File: src/core/lou_consts.svh
`ifndef LOU_CONSTS_SVH
`define LOU_CONSTS_SVH

// Register byte offsets
`define LOU_OFS_ACC 8'h00
`define LOU_OFS_FLAGS 8'h04
`define LOU_OFS_OPND 8'h08
`define LOU_OFS_ADDR 8'h0C
`define LOU_OFS_CMD 8'h10
`define LOU_OFS_STATUS 8'h14
`define LOU_OFS_RESULT 8'h18

// Operation codes
`define LOU_OP_AND 3'h0
`define LOU_OP_OR 3'h1
`define LOU_OP_XOR 3'h2
`define LOU_OP_NOT 3'h3
`define LOU_OP_NEG 3'h4

// Operand forms
`define LOU_FORM_A_IMM 3'h0
`define LOU_FORM_A_MEM 3'h1
`define LOU_FORM_MEM_A 3'h2
`define LOU_FORM_IO_A 3'h3
`define LOU_FORM_ACC 3'h4
`define LOU_FORM_MEM 3'h5

// Command fields
`define LOU_CMD_OP_HI 2
`define LOU_CMD_OP_LO 0
`define LOU_CMD_FORM_HI 6
`define LOU_CMD_FORM_LO 4

// Flag and status bits
`define LOU_FLAG_Z 0
`define LOU_FLAG_C 1
`define LOU_FLAG_AC 2
`define LOU_FLAG_OV 3
`define LOU_STAT_BUSY 0
`define LOU_STAT_BAD 1

// Reset values and constants
`define LOU_BYTE_ZERO 8'h00
`define LOU_BYTE_ONE 8'h01
`define LOU_WORD_ZERO 32'h0000_0000
`define LOU_OP_RST 3'h0
`define LOU_FORM_RST 3'h0

`endif

File: src/core/lou_pkg.sv
package lou_pkg;

    typedef logic [7:0] lou_byte_t;
    typedef logic [2:0] lou_code_t;

    typedef enum logic [1:0] {
        LOU_S_IDLE,
        LOU_S_WAIT,
        LOU_S_EXEC,
        LOU_S_WR
    } lou_state_e;

endpackage

File: src/core/lou_logic_alu.sv
`timescale 1ns/100ps
`include "lou_consts.svh"

module lou_logic_alu
    import lou_pkg::*;
(
    // Operation select
    input wire lou_code_t op,
    // Operands; unary forms act on b
    input wire lou_byte_t a,
    input wire lou_byte_t b,
    // Result
    output lou_byte_t result,
    output logic zero
);

    always_comb begin
        case (op)
            `LOU_OP_AND: result = a & b;
            `LOU_OP_OR: result = a | b;
            `LOU_OP_XOR: result = a ^ b;
            `LOU_OP_NOT: result = ~b;
            `LOU_OP_NEG: result = lou_byte_t'(~b + `LOU_BYTE_ONE);
            default: result = `LOU_BYTE_ZERO;
        endcase
        zero = (result == `LOU_BYTE_ZERO);
    end

endmodule

File: src/core/lou_top.sv
// Overview of operation
// - AND accumulator with immediate or memory byte into accumulator or memory.
// - OR accumulator with immediate or memory byte into accumulator or memory.
// - XOR accumulator with immediate or memory byte into accumulator or memory.
// - XOR accumulator into an I/O register, writing it back; no flags change.
// - Complement accumulator or memory byte, storing it in place.
// - Negate accumulator or memory byte: inverted plus one, modulo 256.
// - Zero flag follows result except I/O XOR; carry, aux, overflow untouched.
// - Memory forms read, combine, write same address; accumulator unchanged.
//
// The implementer's own choices: the placing of the registers and the Avalon-MM register port.
`timescale 1ns/100ps
`include "lou_consts.svh"

module lou_top
    import lou_pkg::*;
(
    // Clock and reset
    input wire logic clock,
    input wire logic arst_n,
    // Avalon-MM slave
    input wire logic [7:0] avs_address,
    input wire logic avs_read,
    input wire logic avs_write,
    input wire logic [31:0] avs_writedata,
    input wire logic [3:0] avs_byteenable,
    output logic [31:0] avs_readdata,
    output logic avs_waitrequest,
    // Data memory and I/O register file
    output logic [7:0] dm_addr,
    output logic dm_io_sel,
    output logic dm_rd,
    output logic dm_wr,
    output logic [7:0] dm_wdata,
    input wire logic [7:0] dm_rdata,
    input wire logic dm_rvalid,
    // Flag and state view
    output logic zero_flag,
    output logic carry_flag,
    output logic aux_carry_flag,
    output logic overflow_flag,
    output logic busy
);

    function automatic logic cmd_legal(input lou_code_t op, input lou_code_t form);
        logic ok;
        ok = 1'b0;
        case (op)
            `LOU_OP_AND, `LOU_OP_OR: begin
                ok = (form == `LOU_FORM_A_IMM) || (form == `LOU_FORM_A_MEM)
                    || (form == `LOU_FORM_MEM_A);
            end
            `LOU_OP_XOR: begin
                ok = (form == `LOU_FORM_A_IMM) || (form == `LOU_FORM_A_MEM)
                    || (form == `LOU_FORM_MEM_A) || (form == `LOU_FORM_IO_A);
            end
            `LOU_OP_NOT, `LOU_OP_NEG: begin
                ok = (form == `LOU_FORM_ACC) || (form == `LOU_FORM_MEM);
            end
            default: ok = 1'b0;
        endcase
        return ok;
    endfunction

    function automatic logic form_reads(input lou_code_t form);
        return (form == `LOU_FORM_A_MEM) || (form == `LOU_FORM_MEM_A)
            || (form == `LOU_FORM_IO_A) || (form == `LOU_FORM_MEM);
    endfunction

    function automatic logic form_writes(input lou_code_t form);
        return (form == `LOU_FORM_MEM_A) || (form == `LOU_FORM_IO_A)
            || (form == `LOU_FORM_MEM);
    endfunction

    function automatic logic [31:0] byte_word(input lou_byte_t b);
        return {24'h00_0000, b};
    endfunction

    // Bus handshake state
    logic ack_reg;
    logic ack_next;
    logic [31:0] readdata_reg;
    logic [31:0] readdata_next;
    logic bus_req;
    logic bus_take;
    logic wr_fire;

    // Architectural and sequencing state
    lou_state_e state_reg;
    lou_state_e state_next;
    lou_byte_t accumulator_reg;
    lou_byte_t accumulator_next;
    logic zero_flag_reg;
    logic zero_flag_next;
    logic carry_flag_reg;
    logic carry_flag_next;
    logic aux_carry_flag_reg;
    logic aux_carry_flag_next;
    logic overflow_flag_reg;
    logic overflow_flag_next;
    lou_byte_t imm_reg;
    lou_byte_t imm_next;
    lou_byte_t addr_reg;
    lou_byte_t addr_next;
    lou_code_t op_reg;
    lou_code_t op_next;
    lou_code_t form_reg;
    lou_code_t form_next;
    lou_byte_t opnd_reg;
    lou_byte_t opnd_next;
    lou_byte_t result_reg;
    lou_byte_t result_next;
    logic bad_cmd_reg;
    logic bad_cmd_next;
    logic dm_rd_reg;
    logic dm_rd_next;
    logic dm_wr_reg;
    logic dm_wr_next;
    logic dm_io_sel_reg;
    logic dm_io_sel_next;
    lou_byte_t dm_addr_reg;
    lou_byte_t dm_addr_next;
    lou_byte_t dm_wdata_reg;
    lou_byte_t dm_wdata_next;

    lou_byte_t alu_result;
    logic alu_zero;
    lou_code_t new_op;
    lou_code_t new_form;

    lou_logic_alu u_alu (
        .op(op_reg),
        .a(accumulator_reg),
        .b(opnd_reg),
        .result(alu_result),
        .zero(alu_zero)
    );

    assign busy = (state_reg != LOU_S_IDLE);
    assign bus_req = avs_read | avs_write;
    // Accesses wait out a running operation so software never races it
    assign bus_take = bus_req & ~ack_reg & ~busy;
    assign wr_fire = avs_write & ack_reg & avs_byteenable[0];
    assign avs_waitrequest = bus_req & ~ack_reg;
    assign avs_readdata = readdata_reg;
    assign new_op = avs_writedata[`LOU_CMD_OP_HI:`LOU_CMD_OP_LO];
    assign new_form = avs_writedata[`LOU_CMD_FORM_HI:`LOU_CMD_FORM_LO];

    assign dm_addr = dm_addr_reg;
    assign dm_io_sel = dm_io_sel_reg;
    assign dm_rd = dm_rd_reg;
    assign dm_wr = dm_wr_reg;
    assign dm_wdata = dm_wdata_reg;
    assign zero_flag = zero_flag_reg;
    assign carry_flag = carry_flag_reg;
    assign aux_carry_flag = aux_carry_flag_reg;
    assign overflow_flag = overflow_flag_reg;

    always_comb begin
        ack_next = bus_take;
        readdata_next = readdata_reg;
        if (bus_take && avs_read) begin
            case (avs_address)
                `LOU_OFS_ACC: readdata_next = byte_word(accumulator_reg);
                `LOU_OFS_FLAGS: begin
                    readdata_next = `LOU_WORD_ZERO;
                    readdata_next[`LOU_FLAG_Z] = zero_flag_reg;
                    readdata_next[`LOU_FLAG_C] = carry_flag_reg;
                    readdata_next[`LOU_FLAG_AC] = aux_carry_flag_reg;
                    readdata_next[`LOU_FLAG_OV] = overflow_flag_reg;
                end
                `LOU_OFS_OPND: readdata_next = byte_word(imm_reg);
                `LOU_OFS_ADDR: readdata_next = byte_word(addr_reg);
                `LOU_OFS_CMD: begin
                    readdata_next = `LOU_WORD_ZERO;
                    readdata_next[`LOU_CMD_OP_HI:`LOU_CMD_OP_LO] = op_reg;
                    readdata_next[`LOU_CMD_FORM_HI:`LOU_CMD_FORM_LO] = form_reg;
                end
                `LOU_OFS_STATUS: begin
                    readdata_next = `LOU_WORD_ZERO;
                    readdata_next[`LOU_STAT_BUSY] = busy;
                    readdata_next[`LOU_STAT_BAD] = bad_cmd_reg;
                end
                `LOU_OFS_RESULT: readdata_next = byte_word(result_reg);
                default: readdata_next = `LOU_WORD_ZERO;
            endcase
        end
    end

    always_ff @(posedge clock or negedge arst_n) begin
        if (!arst_n) begin
            ack_reg <= 1'b0;
            readdata_reg <= `LOU_WORD_ZERO;
        end else begin
            ack_reg <= ack_next;
            readdata_reg <= readdata_next;
        end
    end

    always_comb begin
        state_next = state_reg;
        accumulator_next = accumulator_reg;
        zero_flag_next = zero_flag_reg;
        carry_flag_next = carry_flag_reg;
        aux_carry_flag_next = aux_carry_flag_reg;
        overflow_flag_next = overflow_flag_reg;
        imm_next = imm_reg;
        addr_next = addr_reg;
        op_next = op_reg;
        form_next = form_reg;
        opnd_next = opnd_reg;
        result_next = result_reg;
        bad_cmd_next = bad_cmd_reg;
        dm_rd_next = 1'b0;
        dm_wr_next = 1'b0;
        dm_io_sel_next = dm_io_sel_reg;
        dm_addr_next = dm_addr_reg;
        dm_wdata_next = dm_wdata_reg;
        case (state_reg)
            LOU_S_IDLE: begin
                if (wr_fire) begin
                    case (avs_address)
                        `LOU_OFS_ACC: accumulator_next = avs_writedata[7:0];
                        `LOU_OFS_FLAGS: begin
                            zero_flag_next = avs_writedata[`LOU_FLAG_Z];
                            carry_flag_next = avs_writedata[`LOU_FLAG_C];
                            aux_carry_flag_next = avs_writedata[`LOU_FLAG_AC];
                            overflow_flag_next = avs_writedata[`LOU_FLAG_OV];
                        end
                        `LOU_OFS_OPND: imm_next = avs_writedata[7:0];
                        `LOU_OFS_ADDR: addr_next = avs_writedata[7:0];
                        `LOU_OFS_STATUS: begin
                            if (avs_writedata[`LOU_STAT_BAD]) begin
                                bad_cmd_next = 1'b0;
                            end
                        end
                        `LOU_OFS_CMD: begin
                            op_next = new_op;
                            form_next = new_form;
                            if (!cmd_legal(new_op, new_form)) begin
                                // Illegal pairs run nothing; set beats any clear
                                bad_cmd_next = 1'b1;
                            end else if (form_reads(new_form)) begin
                                dm_addr_next = addr_reg;
                                dm_io_sel_next = (new_form == `LOU_FORM_IO_A);
                                dm_rd_next = 1'b1;
                                state_next = LOU_S_WAIT;
                            end else if (new_form == `LOU_FORM_ACC) begin
                                opnd_next = accumulator_reg;
                                state_next = LOU_S_EXEC;
                            end else begin
                                opnd_next = imm_reg;
                                state_next = LOU_S_EXEC;
                            end
                        end
                        default: begin
                        end
                    endcase
                end
            end
            LOU_S_WAIT: begin
                if (dm_rvalid) begin
                    opnd_next = dm_rdata;
                    state_next = LOU_S_EXEC;
                end
            end
            LOU_S_EXEC: begin
                result_next = alu_result;
                if (form_reg != `LOU_FORM_IO_A) begin
                    zero_flag_next = alu_zero;
                end
                if (form_writes(form_reg)) begin
                    // Same address as the read, accumulator left alone
                    dm_wdata_next = alu_result;
                    dm_wr_next = 1'b1;
                    state_next = LOU_S_WR;
                end else begin
                    accumulator_next = alu_result;
                    state_next = LOU_S_IDLE;
                end
            end
            LOU_S_WR: begin
                state_next = LOU_S_IDLE;
            end
            default: state_next = LOU_S_IDLE;
        endcase
    end

    always_ff @(posedge clock or negedge arst_n) begin
        if (!arst_n) begin
            state_reg <= LOU_S_IDLE;
            accumulator_reg <= `LOU_BYTE_ZERO;
            zero_flag_reg <= 1'b0;
            carry_flag_reg <= 1'b0;
            aux_carry_flag_reg <= 1'b0;
            overflow_flag_reg <= 1'b0;
            imm_reg <= `LOU_BYTE_ZERO;
            addr_reg <= `LOU_BYTE_ZERO;
            op_reg <= `LOU_OP_RST;
            form_reg <= `LOU_FORM_RST;
            opnd_reg <= `LOU_BYTE_ZERO;
            result_reg <= `LOU_BYTE_ZERO;
            bad_cmd_reg <= 1'b0;
            dm_rd_reg <= 1'b0;
            dm_wr_reg <= 1'b0;
            dm_io_sel_reg <= 1'b0;
            dm_addr_reg <= `LOU_BYTE_ZERO;
            dm_wdata_reg <= `LOU_BYTE_ZERO;
        end else begin
            state_reg <= state_next;
            accumulator_reg <= accumulator_next;
            zero_flag_reg <= zero_flag_next;
            carry_flag_reg <= carry_flag_next;
            aux_carry_flag_reg <= aux_carry_flag_next;
            overflow_flag_reg <= overflow_flag_next;
            imm_reg <= imm_next;
            addr_reg <= addr_next;
            op_reg <= op_next;
            form_reg <= form_next;
            opnd_reg <= opnd_next;
            result_reg <= result_next;
            bad_cmd_reg <= bad_cmd_next;
            dm_rd_reg <= dm_rd_next;
            dm_wr_reg <= dm_wr_next;
            dm_io_sel_reg <= dm_io_sel_next;
            dm_addr_reg <= dm_addr_next;
            dm_wdata_reg <= dm_wdata_next;
        end
    end

endmodule

File: config.mk
export PLATFORM = sky130hd
export DESIGN_NAME = lou_top
export DESIGN_NICKNAME = d
export VERILOG_FILES = /design/src/core/lou_pkg.sv /design/src/core/lou_logic_alu.sv /design/src/core/lou_top.sv
export VERILOG_INCLUDE_DIRS = /design/src /design/src/core
export SDC_FILE = /design/constraint.sdc
export NUM_CORES = 1
export LEC_CHECK = 0
export ABC_AREA = 1
export BUFFER_PORTS_ARGS = -buffer_cell sky130_fd_sc_hd__buf_2
export CORE_MARGIN = 1.5
export CORE_UTILIZATION = 47
export CTS_CLUSTER_DIAMETER = 40
export DETAILED_ROUTE_END_ITERATION = 10
export GPL_ROUTABILITY_DRIVEN = 0
export PLACE_DENSITY = 0.81
export SLEW_MARGIN = 30
export SYNTH_ARGS = -nofsm -noshare
export SYNTH_HDL_FRONTEND = slang
export SYNTH_SLANG_ARGS = --single-unit
File: constraint.sdc
create_clock -name clock -period 1.9 [get_ports clock]
set_input_delay 0.285 -clock clock [delete_from_list [all_inputs] [get_ports clock]]
set_output_delay 0.285 -clock clock [all_outputs]
set_load 0.03 [all_outputs]
==> impl_summary.md <==
Power and ir drop
VDD sags by at most 0.000321 V. The completed layout was analyzed and its total power is 0.00337 W. The standby leakage power is 3.10 nW. For this design the ratio of total power to cell area is 600 nW/um^2.

STA
The transition time of the tightest slew-check pin is 0.531 ns. Setup violations remaining at the end of the flow were counted as 0. Measured against its own limit, the worst slew margin works out to 64.5%. The worst path in the final design needs a cycle of 1.82 ns, including I/O delays and setup.

The share of the cycle needed by the critical path after routing is 95.7%. The fmax is 550 MHz. The summed negative setup slack over all endpoints is 0 ns.

The count of final hold-check violations was 0. Setup repair after global routing left no endpoint under its margin. Clock skew on the completed layout was measured at 0.0101 ns. The max-slew violation count came to 0.

The final hold slack is 0.199 ns.

Clock network
Clock tree synthesis inserted a total of 9 buffers. The clock input transition at the sequential cells of the worst setup and hold paths is 0.09 ns. The root buffer selected by CTS is clkbuf_8. TritonCTS built the clock tree. The number of buffers on the longest clock path is 2.

The clock sink total is 81. The clock insertion delay at the later pin of the skew report is 0.37 ns. The level count of the clock H-tree is 3.

Die
Once the floorplan was initialized, standard cells occupied 47.8% of the core. The floorplan step set the die width to 105 um. The count of boundary I/O pins is 114. From bottom edge to top edge, the die measures 105 um. The floorplan step defined a die boundary enclosing 11,000 sq um.

The core area is 10,200 sq um. The standard-cell row count is 37.

Critical path
The highest net fanout along the worst path is 5. Setup slack on the worst reg-to-reg path comes out at 0.08 ns. The critical path endpoint category is a flop. At the worst endpoint, the required time is 2.19 ns. The launching element type of the critical path is a flop. The setup path with the least slack is of type flop to flop. The endpoint arrival time on the critical path is 2.11 ns.

Cells and area
The area growth from synthesis to layout is 14.9%. The multi-input combinational cells in the finished layout cover a total of 2400 sq um. The layout has 970 filler cells. In the final design database the tool counted 805 nets. The repair_antennas step left the layout with diodes totalling 0. The share of cells above drive strength 1 is 20.8%. The footprint of the flip-flops and latches is 2030 sq um.

Drt
After detailed routing, the total wire length is 12,500 um. After the first detailed-routing iteration, the DRC count stood at 557. The number of design rule violations left after detail routing is 0. In the routed layout, each cell is associated on average with a via count of 5.29.

The count of nets left with antenna violations once routing finished came out at 0. The routed wirelength normalized by instance count is 14.3 um. The detailed-route via count is 4,612.

The pre-antenna-repair detailed-routing pass consisted of 8 iterations.

Logic synthesis
The share of flip-flops with an asynchronous set or reset after synthesis is 100%. In this run the mean area of a mapped cell was 7.57 sq um. The cell count after synthesis came out at 646. The count of flip-flops with a built-in enable after synthesis is 0.

Sequential elements use 41.4% of the synthesized area. The number of distinct library cell variants in the gate-level netlist after synthesis is 40. The most used flip-flop cell after synthesis is dfrtp_1. The synthesized cell area is 4890 sq um.

The total number of yosys warnings is 0. The flip-flop and latch count after synthesis is 81.

Global routing
The total overflow left after global routing is 0. The first-pass GRT wire length is 20,400 um. The number of antenna violations at the first check in global routing is 0.

The via count of the first global-routing pass is 4,256. The global-route usage over all layers is 23.4%. The largest net degree at the start of global routing is 38.

Flow run
The number of max-cap violations is 0.

Worst hold path
The path class of the lowest-slack min-delay path is input port to flop.

Place
In this run the tool buffered the top-level ports with 62 buffer cells. The half-perimeter wire length after placement is 9570 um.

Run status
The flow ran to the end, and the final reports show no timing, DRC or antenna violations.
## per-stage QoR
stage / std cells / utilization (%) / instance area (sq um) / setup WS, ns
after global placement: 854 / 52.8 / 5400 / 0.109
after global routing: 872 / 54.9 / 5620 / 0.00908
after detailed placement: 854 / 52.8 / 5400 / 0.0717
after floorplan: 669 / - / 4980 / 0.327
after CTS: 871 / 54.7 / 5600 / 0.0339
final: 872 / 54.9 / 5620 / 0.0825
## cell usage in the layout (no fill, tap or decap), types with 4 or more instances in the layout
cell,count
a21oi_1,13
buf_2,61
buf_4,24
clkbuf_8,10
conb_1,24
dfrtp_1,78
ha_1,17
inv_1,66
inv_2,10
nand2_1,210
nand2_2,5
nand3_1,26
nand4_1,6
nor2_1,42
nor2_2,4
nor2_4,7
nor2_8,4
nor3_1,4
o21ai_0,69
o21ai_1,6
o21ai_2,4
o22ai_1,7
## routing by layer
layer	vias to the layer above	track usage, %	share of wire [%]
li1	2188	-	-
met1	2154	33.1	43
met2	232	35.5	46
met3	38	4.18	7.6
met4	0	9.30	2.9
met5	-	0	0
## final cells by class
| class | instances | area share [%] |
|---|---|---|
| multi-input combinational | 472 | 42.6 |
| sequential | 81 | 36.1 |
| timing repair buffer | 88 | 9.53 |
| inverter | 79 | 5.39 |
| tap | 136 | 3.03 |
| clock buffer | 10 | 2.45 |
| clock inverter | 6 | 0.846 |
## kinds of logic (layout without fill, tap and decap cells)
kind of cell	after synthesis	after routing	synth area share, %
flip-flops	81	81	41.4
buffers and inverters	116	183	11.6
other	1	24	0.0767
AND/OR/NAND/NOR	317	317	29.3
AO/OA/AOI/OAI	114	114	13.3
adder cells (fa/ha/maj)	17	17	4.35
## final timing paths
path,startpoint,endpoint,cells after the start
setup / recovery,opnd_reg[1]$_DFFE_PN0P_,zero_flag$_DFFE_PN0P_,12
hold / removal,avs_writedata[0],op_reg[0]$_DFFE_PN0P_,3
setup reg to reg,opnd_reg[1]$_DFFE_PN0P_,zero_flag$_DFFE_PN0P_,12
hold reg to reg,dm_addr[0]$_DFFE_PN0P_,dm_addr[0]$_DFFE_PN0P_,2
max in group asynchronous,arst_n,avs_readdata[4]$_DFFE_PN0P_,3
min in group asynchronous,arst_n,dm_addr[7]$_DFFE_PN0P_,2
## cell usage after synthesis, types with 2 or more instances
| library cell | number | share of area [%] |
|---|---|---|
| a21oi_1 | 13 | 1.3 |
| a22oi_1 | 2 | 0.31 |
| a22oi_2 | 3 | 0.77 |
| buf_2 | 6 | 0.61 |
| buf_4 | 25 | 3.8 |
| buf_6 | 3 | 0.69 |
| clkbuf_1 | 3 | 0.23 |
| dfrtp_1 | 81 | 41 |
| ha_1 | 17 | 4.3 |
| inv_1 | 68 | 5.2 |
| inv_2 | 7 | 0.54 |
| inv_4 | 2 | 0.26 |
| nand2_1 | 210 | 16 |
| nand2_2 | 5 | 0.64 |
| nand2_4 | 3 | 0.69 |
| nand3_1 | 26 | 2.7 |
| nand3b_1 | 3 | 0.46 |
| nand4_1 | 6 | 0.77 |
| nor2_1 | 43 | 3.3 |
| nor2_2 | 3 | 0.38 |
| nor2_4 | 7 | 1.6 |
| nor2_8 | 4 | 1.6 |
| nor3_1 | 4 | 0.41 |
| o211ai_1 | 3 | 0.46 |
| o21ai_0 | 69 | 7.1 |
| o21ai_1 | 6 | 0.61 |
| o21ai_2 | 5 | 0.90 |
| o22ai_1 | 7 | 0.90 |
## worst max-delay path: stages, from the launching register on
cell,delay [ns]
dfrtp_1,0.40
inv_2,0.10
ha_1,0.19
nand2_1,0.11
nor2_1,0.16
nand2_1,0.08
nand3_1,0.10
nand2_1,0.08
nand2_1,0.11
nand2_1,0.07
nor2_1,0.12
nand2_1,0.08
a21oi_1,0.12
## power breakdown
part           total (W)  switching, W  internal, W
combinational   0.000367      0.000268    0.0000985
sequential       0.00177     0.0000246      0.00175
clock            0.00123      0.000699     0.000529
## repair_timing
action	CTS	global route
endpoints found under the hold margin	26	0
endpoints found under the setup margin	0	3
setup buffers	0	1
hold buffers	1	0
gates resized for setup	0	8
(Power assumes the default switching activity.)
